[src/rtl/vseq_consts.svh]
// Offsets, field positions, reset values and limits of the vertical
// pattern sequencer. Included by the sequencer and its bench.
`ifndef VSEQ_CONSTS_SVH
`define VSEQ_CONSTS_SVH

// Register indices; byte address is four times the index
`define IDX_P3_LEVELS 8'h00
`define IDX_P3_OUT1 8'h01
`define IDX_P3_OUT2 8'h02
`define IDX_P3_OUT3 8'h03
`define IDX_P3_OUT4 8'h04
`define IDX_POINTERS 8'h05
`define IDX_SLOTS 8'h06
`define IDX_BOUNDS 8'h07
`define IDX_SWEEP_REP 8'h08
`define IDX_STATUS 8'h09
`define IDX_SWEEP_CFG 8'h0A

// Field positions
`define F_LEN_LSB 0
`define F_LEVEL_LSB 16
`define F_EDGE_A_LSB 0
`define F_EDGE_B_LSB 16
`define F_REPCNT_LSB 16
`define F_SWREP3_LSB 16

// Reset values and limits
`define RST_LEN 9'h001
`define SWEEP_REP_MAX 12'h800
`define LINE_MAX 8'hFF

`endif

[src/rtl/vseq_pkg.sv]
// Types used by the vertical pattern sequencer alone.
// Assumes nothing of its surroundings.
package vseq_pkg;
    typedef enum logic [0:0] {
        ST_IDLE = 1'b0,
        ST_RUN = 1'b1
    } burst_state_t;
    typedef logic [2:0] region_t;
    typedef logic [1:0] pattern_id_t;
endpackage

[src/rtl/ccd_vertical_pattern_sequencer.sv]
// Vertical pattern sequencer: APB register file, line and region
// tracking, burst control and the pattern three waveform.
// Assumes line and field sync arrive on pins from outside pclk's domain.
//
// Our own choice: register access over APB.
`include "vseq_consts.svh"
`timescale 1ns/1ps
`default_nettype none

module ccd_vertical_pattern_sequencer (
    // Clock and reset
    input wire logic pclk,
    input wire logic presetn,
    // APB slave
    input wire logic psel,
    input wire logic penable,
    input wire logic pwrite,
    input wire logic [11:0] paddr,
    input wire logic [31:0] pwdata,
    output logic [31:0] prdata,
    output logic pready,
    output logic pslverr,
    // Sync pins
    input wire logic line_sync,
    input wire logic field_sync,
    // Vertical outputs
    output logic [3:0] vert_out,
    // Sequencer state for the other pattern generators
    output logic burst_active,
    output logic [1:0] pattern_sel,
    output logic [8:0] pattern_pos,
    output logic sweep_active
);

    // Pattern three storage
    logic [8:0] p3_len_ff;
    logic [3:0] p3_level_ff;
    logic [8:0] p3_edge_a_ff [4];
    logic [8:0] p3_edge_b_ff [4];
    // Region and slot storage
    logic [2:0] ptr_ff [5];
    logic [1:0] slot_ff [4];
    logic [2:0] repcnt_ff [4];
    logic [7:0] bound_ff [4];
    logic [11:0] swrep_ff [2];
    logic [1:0] sweep_cfg_ff;
    // Sequencer state
    vseq_pkg::burst_state_t state_ff;
    vseq_pkg::burst_state_t nxt_state;
    logic [7:0] line_ff;
    logic [7:0] nxt_line;
    vseq_pkg::region_t region_ff;
    vseq_pkg::pattern_id_t pat_ff;
    logic sweep_ff;
    logic [8:0] pos_ff;
    logic [11:0] rep_left_ff;
    logic [3:0] vout_ff;
    logic [31:0] prdata_ff;
    // Pin synchronisers
    logic [2:0] ls_sync_ff;
    logic [2:0] fs_sync_ff;
    logic ls_filt_ff;
    logic fs_filt_ff;
    logic line_ev;
    logic field_ev;

    // Region of a line; boundaries are assumed ascending
    // region from boundaries
    function automatic vseq_pkg::region_t region_of(input logic [7:0] ln,
        input logic [7:0] b1, input logic [7:0] b2,
        input logic [7:0] b3, input logic [7:0] b4);
        if (ln >= b4) begin
            region_of = 3'd4;
        end else if (ln >= b3) begin
            region_of = 3'd3;
        end else if (ln >= b2) begin
            region_of = 3'd2;
        end else if (ln >= b1) begin
            region_of = 3'd1;
        end else begin
            region_of = 3'd0;
        end
    endfunction

    // Slot index from pointer and line parity
    function automatic logic [1:0] slot_of(input logic [2:0] ptr,
        input logic odd);
        case (ptr)
            3'd0: slot_of = 2'd0;
            3'd1: slot_of = 2'd1;
            3'd2: slot_of = 2'd2;
            3'd3: slot_of = 2'd3;
            3'd4: slot_of = {1'b0, odd};
            3'd5: slot_of = {1'b1, odd};
            // undefined pointers fall to slot 0
            default: slot_of = 2'd0;
        endcase
    endfunction

    // Register index from a byte address
    function automatic logic [7:0] index_of(input logic [11:0] a);
        index_of = a[9:2];
    endfunction

    // Three stage pin synchronisers
    always_ff @(posedge pclk or negedge presetn) begin
        if (!presetn) begin
            ls_sync_ff <= 3'b000;
            fs_sync_ff <= 3'b000;
        end else begin
            ls_sync_ff <= {ls_sync_ff[1:0], line_sync};
            fs_sync_ff <= {fs_sync_ff[1:0], field_sync};
        end
    end

    // Filtered levels change only once stages two and three agree
    always_ff @(posedge pclk or negedge presetn) begin
        if (!presetn) begin
            ls_filt_ff <= 1'b0;
            fs_filt_ff <= 1'b0;
        end else begin
            if (ls_sync_ff[1] == ls_sync_ff[2]) begin
                ls_filt_ff <= ls_sync_ff[2];
            end
            if (fs_sync_ff[1] == fs_sync_ff[2]) begin
                fs_filt_ff <= fs_sync_ff[2];
            end
        end
    end

    // Rising edges of the filtered levels
    assign line_ev = (ls_sync_ff[1] & ls_sync_ff[2]) & ~ls_filt_ff;
    assign field_ev = (fs_sync_ff[1] & fs_sync_ff[2]) & ~fs_filt_ff;

    // APB access decode
    logic wr_en;
    logic rd_setup;
    logic [7:0] wr_idx;
    logic [7:0] rd_idx;
    logic mapped;
    assign wr_en = psel & penable & pwrite;
    assign rd_setup = psel & ~penable & ~pwrite;
    assign wr_idx = index_of(paddr);
    assign rd_idx = index_of(paddr);
    assign mapped = (paddr[11:10] == 2'b00) && (paddr[1:0] == 2'b00)
        && (rd_idx <= `IDX_SWEEP_CFG);
    // Zero wait states; unmapped or misaligned access errors
    assign pready = 1'b1;
    assign pslverr = psel & penable & ~mapped;

    // Pattern three register writes
    // pattern three storage
    always_ff @(posedge pclk or negedge presetn) begin
        if (!presetn) begin
            p3_len_ff <= `RST_LEN;
            p3_level_ff <= 4'h0;
            for (int i = 0; i < 4; i++) begin
                p3_edge_a_ff[i] <= 9'h000;
                p3_edge_b_ff[i] <= 9'h000;
            end
        end else if (wr_en && mapped) begin
            if (wr_idx == `IDX_P3_LEVELS) begin
                p3_len_ff <= pwdata[`F_LEN_LSB +: 9];
                p3_level_ff <= pwdata[`F_LEVEL_LSB +: 4];
            end
            for (int i = 0; i < 4; i++) begin
                if (wr_idx == `IDX_P3_OUT1 + 8'(i)) begin
                    p3_edge_a_ff[i] <= pwdata[`F_EDGE_A_LSB +: 9];
                    p3_edge_b_ff[i] <= pwdata[`F_EDGE_B_LSB +: 9];
                end
            end
        end
    end

    // Region, slot, repeat and boundary register writes
    always_ff @(posedge pclk or negedge presetn) begin
        if (!presetn) begin
            for (int i = 0; i < 5; i++) begin
                ptr_ff[i] <= 3'h0;
            end
            for (int i = 0; i < 4; i++) begin
                slot_ff[i] <= 2'h0;
                repcnt_ff[i] <= 3'h0;
                bound_ff[i] <= `LINE_MAX;
            end
        end else if (wr_en && mapped) begin
            for (int i = 0; i < 5; i++) begin
                if (wr_idx == `IDX_POINTERS) begin
                    ptr_ff[i] <= pwdata[i*4 +: 3];
                end
            end
            for (int i = 0; i < 4; i++) begin
                if (wr_idx == `IDX_SLOTS) begin
                    slot_ff[i] <= pwdata[i*4 +: 2];
                    repcnt_ff[i] <= pwdata[`F_REPCNT_LSB + i*4 +: 3];
                end
                if (wr_idx == `IDX_BOUNDS) begin
                    bound_ff[i] <= pwdata[i*8 +: 8];
                end
            end
        end
    end

    // Sweep register writes; counts above the maximum are clamped
    always_ff @(posedge pclk or negedge presetn) begin
        if (!presetn) begin
            swrep_ff[0] <= 12'h000;
            swrep_ff[1] <= 12'h000;
            sweep_cfg_ff <= 2'b00;
        end else if (wr_en && mapped) begin
            if (wr_idx == `IDX_SWEEP_REP) begin
                swrep_ff[0] <= (pwdata[11:0] > `SWEEP_REP_MAX) ?
                    `SWEEP_REP_MAX : pwdata[11:0];
                swrep_ff[1] <= (pwdata[`F_SWREP3_LSB +: 12] > `SWEEP_REP_MAX)
                    ? `SWEEP_REP_MAX : pwdata[`F_SWREP3_LSB +: 12];
            end
            if (wr_idx == `IDX_SWEEP_CFG) begin
                sweep_cfg_ff <= pwdata[1:0];
            end
        end
    end

    // Read data is captured in the setup phase so it is stable in access
    always_ff @(posedge pclk or negedge presetn) begin
        if (!presetn) begin
            prdata_ff <= 32'h0000_0000;
        end else if (rd_setup) begin
            prdata_ff <= 32'h0000_0000;
            case (rd_idx)
                `IDX_P3_LEVELS: begin
                    prdata_ff[`F_LEN_LSB +: 9] <= p3_len_ff;
                    prdata_ff[`F_LEVEL_LSB +: 4] <= p3_level_ff;
                end
                `IDX_P3_OUT1, `IDX_P3_OUT2, `IDX_P3_OUT3, `IDX_P3_OUT4: begin
                    prdata_ff[`F_EDGE_A_LSB +: 9] <= p3_edge_a_ff[rd_idx[1:0]
                        - 2'd1];
                    prdata_ff[`F_EDGE_B_LSB +: 9] <= p3_edge_b_ff[rd_idx[1:0]
                        - 2'd1];
                end
                `IDX_POINTERS: begin
                    prdata_ff <= {12'h000, 1'b0, ptr_ff[4], 1'b0, ptr_ff[3],
                        1'b0, ptr_ff[2], 1'b0, ptr_ff[1], 1'b0, ptr_ff[0]};
                end
                `IDX_SLOTS: begin
                    prdata_ff <= {1'b0, repcnt_ff[3], 1'b0, repcnt_ff[2],
                        1'b0, repcnt_ff[1], 1'b0, repcnt_ff[0],
                        2'b00, slot_ff[3], 2'b00, slot_ff[2],
                        2'b00, slot_ff[1], 2'b00, slot_ff[0]};
                end
                `IDX_BOUNDS: begin
                    prdata_ff <= {bound_ff[3], bound_ff[2], bound_ff[1],
                        bound_ff[0]};
                end
                `IDX_SWEEP_REP: begin
                    prdata_ff <= {4'h0, swrep_ff[1], 4'h0, swrep_ff[0]};
                end
                `IDX_STATUS: begin
                    prdata_ff <= {4'h0, rep_left_ff, line_ff, sweep_ff,
                        region_ff, state_ff, pat_ff, 1'b0};
                end
                `IDX_SWEEP_CFG: begin
                    prdata_ff[1:0] <= sweep_cfg_ff;
                end
                default: begin
                    prdata_ff <= 32'h0000_0000;
                end
            endcase
        end
    end
    assign prdata = prdata_ff;

    // Next line number; a field sync restarts at line 0
    always_comb begin
        nxt_line = line_ff;
        if (field_ev) begin
            nxt_line = 8'h00;
        end else if (line_ev && (line_ff != `LINE_MAX)) begin
            nxt_line = line_ff + 8'h01;
        end
    end

    // Choice of pattern and repeats for the line about to start
    vseq_pkg::region_t nreg;
    logic [1:0] nslot;
    vseq_pkg::pattern_id_t npat;
    logic nsweep;
    logic [11:0] nreps;
    logic start;
    always_comb begin
        nreg = region_of(nxt_line, bound_ff[0], bound_ff[1], bound_ff[2],
            bound_ff[3]);
        nslot = slot_of(ptr_ff[nreg], nxt_line[0]);
        npat = slot_ff[nslot];
        nsweep = ((nreg == 3'd0) && sweep_cfg_ff[0])
            || ((nreg == 3'd3) && sweep_cfg_ff[1]);
        if (nsweep) begin
            nreps = swrep_ff[nreg == 3'd3];
        end else begin
            nreps = {9'h000, repcnt_ff[npat]};
        end
        // sweep ignores line sync inside its region
        start = field_ev || (line_ev && !(sweep_ff && (nreg == region_ff)));
    end

    // Last position of a repetition; a zero length acts as one
    logic [8:0] last_pos;
    assign last_pos = (p3_len_ff == 9'h000) ? 9'h000 : p3_len_ff - 9'h001;

    // Burst state
    always_comb begin
        nxt_state = state_ff;
        if (start) begin
            nxt_state = (nreps == 12'h000) ? vseq_pkg::ST_IDLE
                : vseq_pkg::ST_RUN;
        end else begin
            case (state_ff)
                vseq_pkg::ST_IDLE: nxt_state = vseq_pkg::ST_IDLE;
                vseq_pkg::ST_RUN: begin
                    if ((pos_ff == last_pos) && (rep_left_ff == 12'h001)) begin
                        nxt_state = vseq_pkg::ST_IDLE;
                    end
                end
                default: nxt_state = vseq_pkg::ST_IDLE;
            endcase
        end
    end

    always_ff @(posedge pclk or negedge presetn) begin
        if (!presetn) begin
            state_ff <= vseq_pkg::ST_IDLE;
        end else begin
            state_ff <= nxt_state;
        end
    end

    // Line tracked every cycle; region, pattern and sweep latched at each burst start
    always_ff @(posedge pclk or negedge presetn) begin
        if (!presetn) begin
            line_ff <= 8'h00;
            region_ff <= 3'd0;
            pat_ff <= 2'd0;
            sweep_ff <= 1'b0;
        end else begin
            line_ff <= nxt_line;
            if (start) begin
                region_ff <= nreg;
                pat_ff <= npat;
                sweep_ff <= nsweep;
            end
        end
    end

    // Position and repetition counters
    // restart after length
    always_ff @(posedge pclk or negedge presetn) begin
        if (!presetn) begin
            pos_ff <= 9'h000;
            rep_left_ff <= 12'h000;
        end else if (start) begin
            pos_ff <= 9'h000;
            rep_left_ff <= nreps;
        end else if (state_ff == vseq_pkg::ST_RUN) begin
            if (pos_ff == last_pos) begin
                pos_ff <= 9'h000;
                rep_left_ff <= rep_left_ff - 12'h001;
            end else begin
                pos_ff <= pos_ff + 9'h001;
            end
        end
    end

    // Pattern three waveform; other patterns hold the outputs low
    always_ff @(posedge pclk or negedge presetn) begin
        if (!presetn) begin
            vout_ff <= 4'h0;
        end else begin
            for (int i = 0; i < 4; i++) begin
                if (pat_ff != 2'd3) begin
                    vout_ff[i] <= 1'b0;
                end else if (state_ff == vseq_pkg::ST_RUN) begin
                    vout_ff[i] <= p3_level_ff[i]
                        ^ (pos_ff >= p3_edge_a_ff[i])
                        ^ (pos_ff >= p3_edge_b_ff[i]);
                end else begin
                    vout_ff[i] <= p3_level_ff[i];
                end
            end
        end
    end

    // Outputs
    assign vert_out = vout_ff;
    assign burst_active = (state_ff == vseq_pkg::ST_RUN);
    assign pattern_sel = pat_ff;
    assign pattern_pos = pos_ff;
    assign sweep_active = sweep_ff & (state_ff == vseq_pkg::ST_RUN);

endmodule // ccd_vertical_pattern_sequencer

`default_nettype wire

[config.mk]
export PLATFORM = sky130hd
export DESIGN_NAME = ccd_vertical_pattern_sequencer
export DESIGN_NICKNAME = d
export VERILOG_FILES = /design/src/rtl/vseq_pkg.sv /design/src/rtl/ccd_vertical_pattern_sequencer.sv
export VERILOG_INCLUDE_DIRS = /design/src /design/src/rtl
export SDC_FILE = /design/constraint.sdc
export NUM_CORES = 1
export LEC_CHECK = 0
export ABC_AREA = 1
export BUFFER_PORTS_ARGS = -buffer_cell sky130_fd_sc_hd__buf_4
export CAP_MARGIN = 25
export CORE_ASPECT_RATIO = 2
export CORE_MARGIN = 3
export CORE_UTILIZATION = 35
export DETAILED_ROUTE_END_ITERATION = 12
export PLACE_DENSITY = 0.59
export SYNTH_ARGS = -nofsm -noshare
export SYNTH_HDL_FRONTEND = slang
export SYNTH_SLANG_ARGS = --single-unit
[constraint.sdc]
create_clock -name pclk -period 12 [get_ports pclk]
set_input_delay 2.4 -clock pclk [delete_from_list [all_inputs] [get_ports pclk]]
set_output_delay 2.4 -clock pclk [all_outputs]
set_load 0.02 [all_outputs]
==> results of run 1 <==
cell families after synthesis:
kind of cell	after synthesis
flops	258
other cells	1
buf+inv	329
mux	4
simple gates	663
fa+ha+maj	115
xor+xnor	19
compound gates	507
synthesized netlist by cell type (14+ instances only):
master and count:
dfrtp_1 225, o21ai_0 267, a21oi_1 129, clkbuf_1 56, nor3_1 22, xor2_1 14
nand2_1 394, o22ai_1 41, inv_1 252, dfstp_2 33, nor2_1 79, ha_1 115
nand3_1 98
registers in the layout, summed over array words and instances (netlist names), 2 cells and up:
name	cells
p3_edge_a_ff	36
pattern_pos	9
vert_out	4
slot_ff	8
fs_sync_ff	3
ptr_ff	15
bound_ff	32
repcnt_ff	12
prdata	32
pattern_sel	2
sweep_cfg_ff	2
line_ff	8
p3_edge_b_ff	36
p3_level_ff	4
region_ff	3
p3_len_ff	9
ls_sync_ff	3
swrep_ff	24
rep_left_ff	12
worst max-delay path, cell delays in order:
cell     delay [ns]
buf_4          0.36
inv_2          0.37
ha_1           0.34
inv_1          0.09
nor2_1         0.06
nand2_1        0.10
inv_1          0.07
o21a_1         0.19
nor2_1         0.09
buf_4          0.15
worst max path at each step:
stage	start	to	slack, ns	depth (start not counted)
2_1_floorplan	paddr[2]	pslverr	5.72	10
3_3_place_gp	paddr[2]	pslverr	5.40	10
3_5_place_dp	paddr[2]	pslverr	5.41	10
4_1_cts	paddr[2]	pslverr	5.40	10
5_1_grt	paddr[2]	pslverr	5.20	10
6_report	paddr[2]	pslverr	5.36	10
per-stage QoR:
step                      instance area [µm²]  hold WS (ns)  setup slack (ns)  cells  total power, mW
after detailed placement                16500         0.336              5.41   2500             1.41
after CTS                               17400         0.351              5.40   2545             2.28
after global routing                    17400         0.353              5.20   2545             2.36
after floorplan                         15100         0.331              5.72   1896             1.25
final                                   17400         0.348              5.36   2545             2.27
after global placement                  16500         0.336              5.40   2500             1.41
layout make-up:
| type | count | share of cell area [%] |
|---|---|---|
| sequential | 258 | 37.4 |
| clock buffer | 34 | 4.08 |
| timing repair buffer | 123 | 5.43 |
| tap | 545 | 3.92 |
| clock inverter | 11 | 0.965 |
| multi-input combinational | 1309 | 42.4 |
| inverter | 265 | 5.75 |
report_power, final:
| part | total (mW) | switching [mW] | internal [mW] |
|---|---|---|---|
| sequential | 0.947 | 0.0414 | 0.906 |
| clock | 0.868 | 0.366 | 0.501 |
| combinational | 0.454 | 0.318 | 0.136 |
| total | 2.27 | 0.726 | 1.54 |
metal layers:
layer | share of wire [%] | global-route usage, % | routed length [µm] | up-vias
met1 | 35 | 23.9 | 18700 | 6519
li1 | - | - | - | 6499
met4 | 9.3 | 17.9 | 5020 | 0
met2 | 52 | 42.9 | 28200 | 509
met3 | 4.1 | 2.36 | 2210 | 202
met5 | 0 | 0 | 0 | -
==> summary.txt, run 1 <==
Critical path
  – Crit Path Max Fanout: 39
  – WS Path Type: in -> out
  – R2r endpoint: burst_active
  – Startpoint Class: input port
  – R2R Setup Slk: 5.92 ns
  – Reg-to-reg startpoint: line_ff[1]
  – R2R depth: 30
  – Critical path required time: 9.60 ns
  – Arrival @ worst endpoint: 4.24 ns
  – Crit end category: primary output

Floorplan
  – Core Area: 0.0426 mm²
  – DIE AREA: 0.0459 mm²
  – Row count: 107
  – IO Pins: 102
  – Initial Util: 35.5%
  – Die Wd: 153 µm
  – Die height: 300 µm

Routing
  – Vias: 13.7k
  – DRC: 0
  – Routed vias/inst: 5.39
  – Detailed Route Iter0 Violations: 1213
  – DRT Pass-1 Iters: 6
  – Remaining antenna violation count: 0
  – Post-Route WL: 54.2 mm
  – Routed len/inst: 21.3 µm

Hold path
  – Hold Path Cell Cnt: 0
  – Hold endpoint: ls_sync_ff[1]
  – Min-delay src: ls_sync_ff[0]
  – Hold Path Class: reg -> reg

Clock network
  – Postcts setup bufs: 0
  – H-tree levels: 1
  – # hold bufs at CTS: 0
  – CTS Buffer Depth: 3
  – Skew-Pair Late Insertion Delay: 0.55 ns
  – CTS sink cnt: 258
  – CTS tree: yes
  – Cts bufs inserted: 25
  – Post-cts resize count: 0
  – Root Buffer Master: clkbuf_16
  – Clock slew at reported path FFs: 0.06 ns

Cells and area
  – Area of the multi-input gates: 0.00738 mm²
  – Fill cells: 4415
  – Fraction of layout cells with a size suffix above 1: 13.0%
  – Sequential Area: 0.00650 mm²
  – Nets: 2148
  – Antenna diodes: 0
  – Finished Core Util: 40.8%
  – Most frequent cells in the layout: nand2_1 (392), o21ai_0 (267), inv_1 (252)
  – Most common cell after layout, fill and taps aside: nand2_1
  – Area Growth Syn to Fin: 14.9%

Run status
  – Outcome: finished clean

STA
  – RSZ-0062 raised after global routing: no
  – Max-slew violation count: 0
  – Worst slew pin tran: 1.04 ns
  – Slew Limit Headroom: 29.9%
  – Crit path time final: 6.64 ns
  – Finish-stage setup viols: 0
  – Final Cycle Share: 55.3%
  – Setup TNS: 0 ns
  – F_max: 151 MHz
  – Skew final: 0.0169 ns
  – Final hold violations: 0

Synthesis
  – Post-Synth Adder-Cell Area: 9.52%
  – EDFF count, synth: 0
  – Syn Area/Cell: 7.97 µm²
  – Synthesized area: 0.0151 mm²
  – Xor-xnor portion of the synthesized cell area: 1.10%
  – Prevailing post-synth register cell: dfrtp_1
  – Simple-gate share of the synthesized area: 19.5%
  – Synth async-reset ratio: 100%
  – Cells after Synth: 1896
  – Synthesis Warnings: 0
  – Multiplexer share of the synthesized area: 0.298%
  – Largest family of logic cells by synthesized area: simple AND/OR/NAND/NOR gates
  – Biggest area consumer among synthesized cells: dfrtp_1
  – Post-synth top area share: 37.2%
  – Yosys reg bits: 258
  – Synth Area in Compound Gates: 18.3%
  – Synth area leaders: dfrtp_1 (37%), nand2_1 (9.8%), ha_1 (9.5%)
  – Yosys cell types: 56
  – Sequential fraction of the synthesis area: 43.0%
  – Synthesized Nets: 2062

Place
  – DP HPWL: 41.3 mm
  – IO buf count: 100
  – Placer congestion estimate: 0.934

Power and ir drop
  – Static Leakage: 7.94 nW
  – Peak supply drop: 0.0000997 V
  – Power Dens Cells: 131 mW/mm²

GRT
  – Overall Global Routing Usage: 23.3%
  – GRT overflow: 0
  – Vias in the first global route: 14.0k
  – Initial antenna violation count: 0
  – Largest net degree at the start of global routing: 147
  – First-pass GRT wire length: 82.5 mm

Flow run
  – Max-cap violations: 0
Power figures use the tool's default switching activity.
==> run 2, diff against run 1 <==
==> constraint.sdc (replaced) <==
create_clock -name pclk -period 6.53 [get_ports pclk]
set_input_delay 1.306 -clock pclk [delete_from_list [all_inputs] [get_ports pclk]]
set_output_delay 1.306 -clock pclk [all_outputs]
set_load 0.02 [all_outputs]
==> summary.txt, run 2 (synthesis gave the netlist of run 1 again) <==
Critical path
  – Critical path required time: 6.97 ns
  – Startpoint Class: flip-flop
  – Slowest Stage Delay on Critical Path: 0.61 ns
  – CP startpoint: line_ff[1]
  – CP max-delay cell: nor3b_1
  – Crit end category: flip-flop
  – WS Path Type: reg -> reg
  – Arrival @ worst endpoint: 6.38 ns
  – Reg-to-reg startpoint: line_ff[1]
  – Crit Path Max Fanout: 19

GRT
  – Initial antenna violation count: 0
  – Vias in the first global route: 13.9k
  – First-pass GRT wire length: 85.4 mm
  – GRT overflow: 0
  – Largest net degree at the start of global routing: 164
  – Overall Global Routing Usage: 24.5%

Routing
  – Detailed Route Iter0 Violations: 1122
  – DRC: 0
  – Post-Route WL: 57.5 mm
  – Routed vias/inst: 5.41
  – Vias: 13.8k
  – Remaining antenna violation count: 0
  – Routed len/inst: 22.6 µm
  – DRT Pass-1 Iters: 6

Clock network
  – Cts bufs inserted: 26
  – Postcts setup bufs: 0
  – Root Buffer Master: clkbuf_16
  – H-tree levels: 1
  – # hold bufs at CTS: 0
  – CTS tree: yes
  – CTS sink cnt: 258
  – Post-cts resize count: 0
  – Skew-Pair Late Insertion Delay: 0.56 ns
  – CTS Buffer Depth: 3
  – Clock slew at reported path FFs: 0.07 ns

Place
  – DP Area: 0.0165 mm²
  – DP HPWL: 44.0 mm
  – IO buf count: 100
  – Placer congestion estimate: 1.03
  – Dpl cells: 2500

STA
  – Final Cycle Share: 90.9%
  – Max-slew violation count: 0
  – Worst slew pin tran: 1.10 ns
  – Final hold violations: 0
  – RSZ-0062 raised after global routing: no
  – Crit path time final: 5.94 ns
  – F_max: 168 MHz
  – Setup TNS: 0 ns
  – Slew Limit Headroom: 27.0%
  – Finish-stage setup viols: 0
  – Skew final: 0.0171 ns

Power and ir drop
  – Peak supply drop: 0.000219 V
  – Static Leakage: 7.93 nW
  – Power Dens Cells: 238 mW/mm²

Cells and area
  – Fraction of layout cells with a size suffix above 1: 13.0%
  – Most frequent cells in the layout: nand2_1 (392), o21ai_0 (267), inv_1 (252)
  – Regs by FF count: p3_edge_a_ff (36), p3_edge_b_ff (36)
  – Post-Layout Cell Count: 2548
  – Most common cell after layout, fill and taps aside: nand2_1
  – Design area: 0.0173 mm²
  – Nets: 2149
  – Area Growth Syn to Fin: 14.7%
  – Antenna diodes: 0

Floorplan
  – IO Pins: 102
  – Die height: 300 µm
  – Core Area: 0.0426 mm²
  – Initial Util: 35.5%
  – Die Wd: 153 µm
  – DIE AREA: 0.0459 mm²
  – Row count: 107

Flow run
  – Max-cap violations: 0

Hold path
  – Hold Path Class: reg -> reg
  – Min-delay src: fs_sync_ff[0]

Run status
  – Outcome: finished clean
run 2: worst paths after layout:
| kind | endpoint | slack [ns] | depth (start not counted) |
|---|---|---|---|
| worst min register to register | fs_sync_ff[1] | 0.36 | 0 |
| worst max register to register | burst_active | 0.59 | 28 |
| max in group asynchronous | slot_ff[0] | 4.22 | 2 |
| worst max-delay path | burst_active | 0.59 | 28 |
| worst min-delay path | fs_sync_ff[1] | 0.36 | 0 |
| min in group asynchronous | p3_edge_b_ff[25] | 0.76 | 1 |
run 2: power by group:
part / switching (mW) / internal [mW] / total, mW
combinational: 0.596 / 0.254 / 0.850
clock: 0.691 / 0.839 / 1.53
sequential: 0.0792 / 1.67 / 1.74
run 2: worst max-delay path, delay by kind of cell, from the launching register on:
family | cells | cell delay, ns
AOI/OAI and AO/OA | 3 | 0.74
adders and majority gates | 2 | 0.61
buffers and inverters | 5 | 0.87
and+or+nand+nor | 18 | 3.13
DFF | 1 | 0.43
run 2: final cells by class:
class / count / area, µm²
clock buffer: 40 / 795
clock inverter: 8 / 52.6
fill: 4430 / 25200
inverter: 265 / 1000
multi-input combinational: 1309 / 7380
sequential: 258 / 6500
tap: 545 / 682
timing repair buffer: 123 / 943
run 2: metrics by stage:
stage	setup WS (ns)	hold WS, ns	utilization (%)	power, mW
6_report	0.595	0.358	40.7	4.13
5_1_grt	0.180	0.375	40.7	4.29
4_1_cts	0.754	0.361	40.7	4.14
3_5_place_dp	0.774	0.348	38.8	2.61
3_3_place_gp	0.983	0.335	38.8	2.59
2_1_floorplan	2.08	0.331	-	2.30
run 2: per-layer routing:
layer  GRT usage (%)  wire [µm]  vias up
met4            17.1       4750        0
li1                -          -     6498
met1            25.3      19700     6614
met2            45.9      30600      501
met5               0          0        -
met3            2.16       2410      182
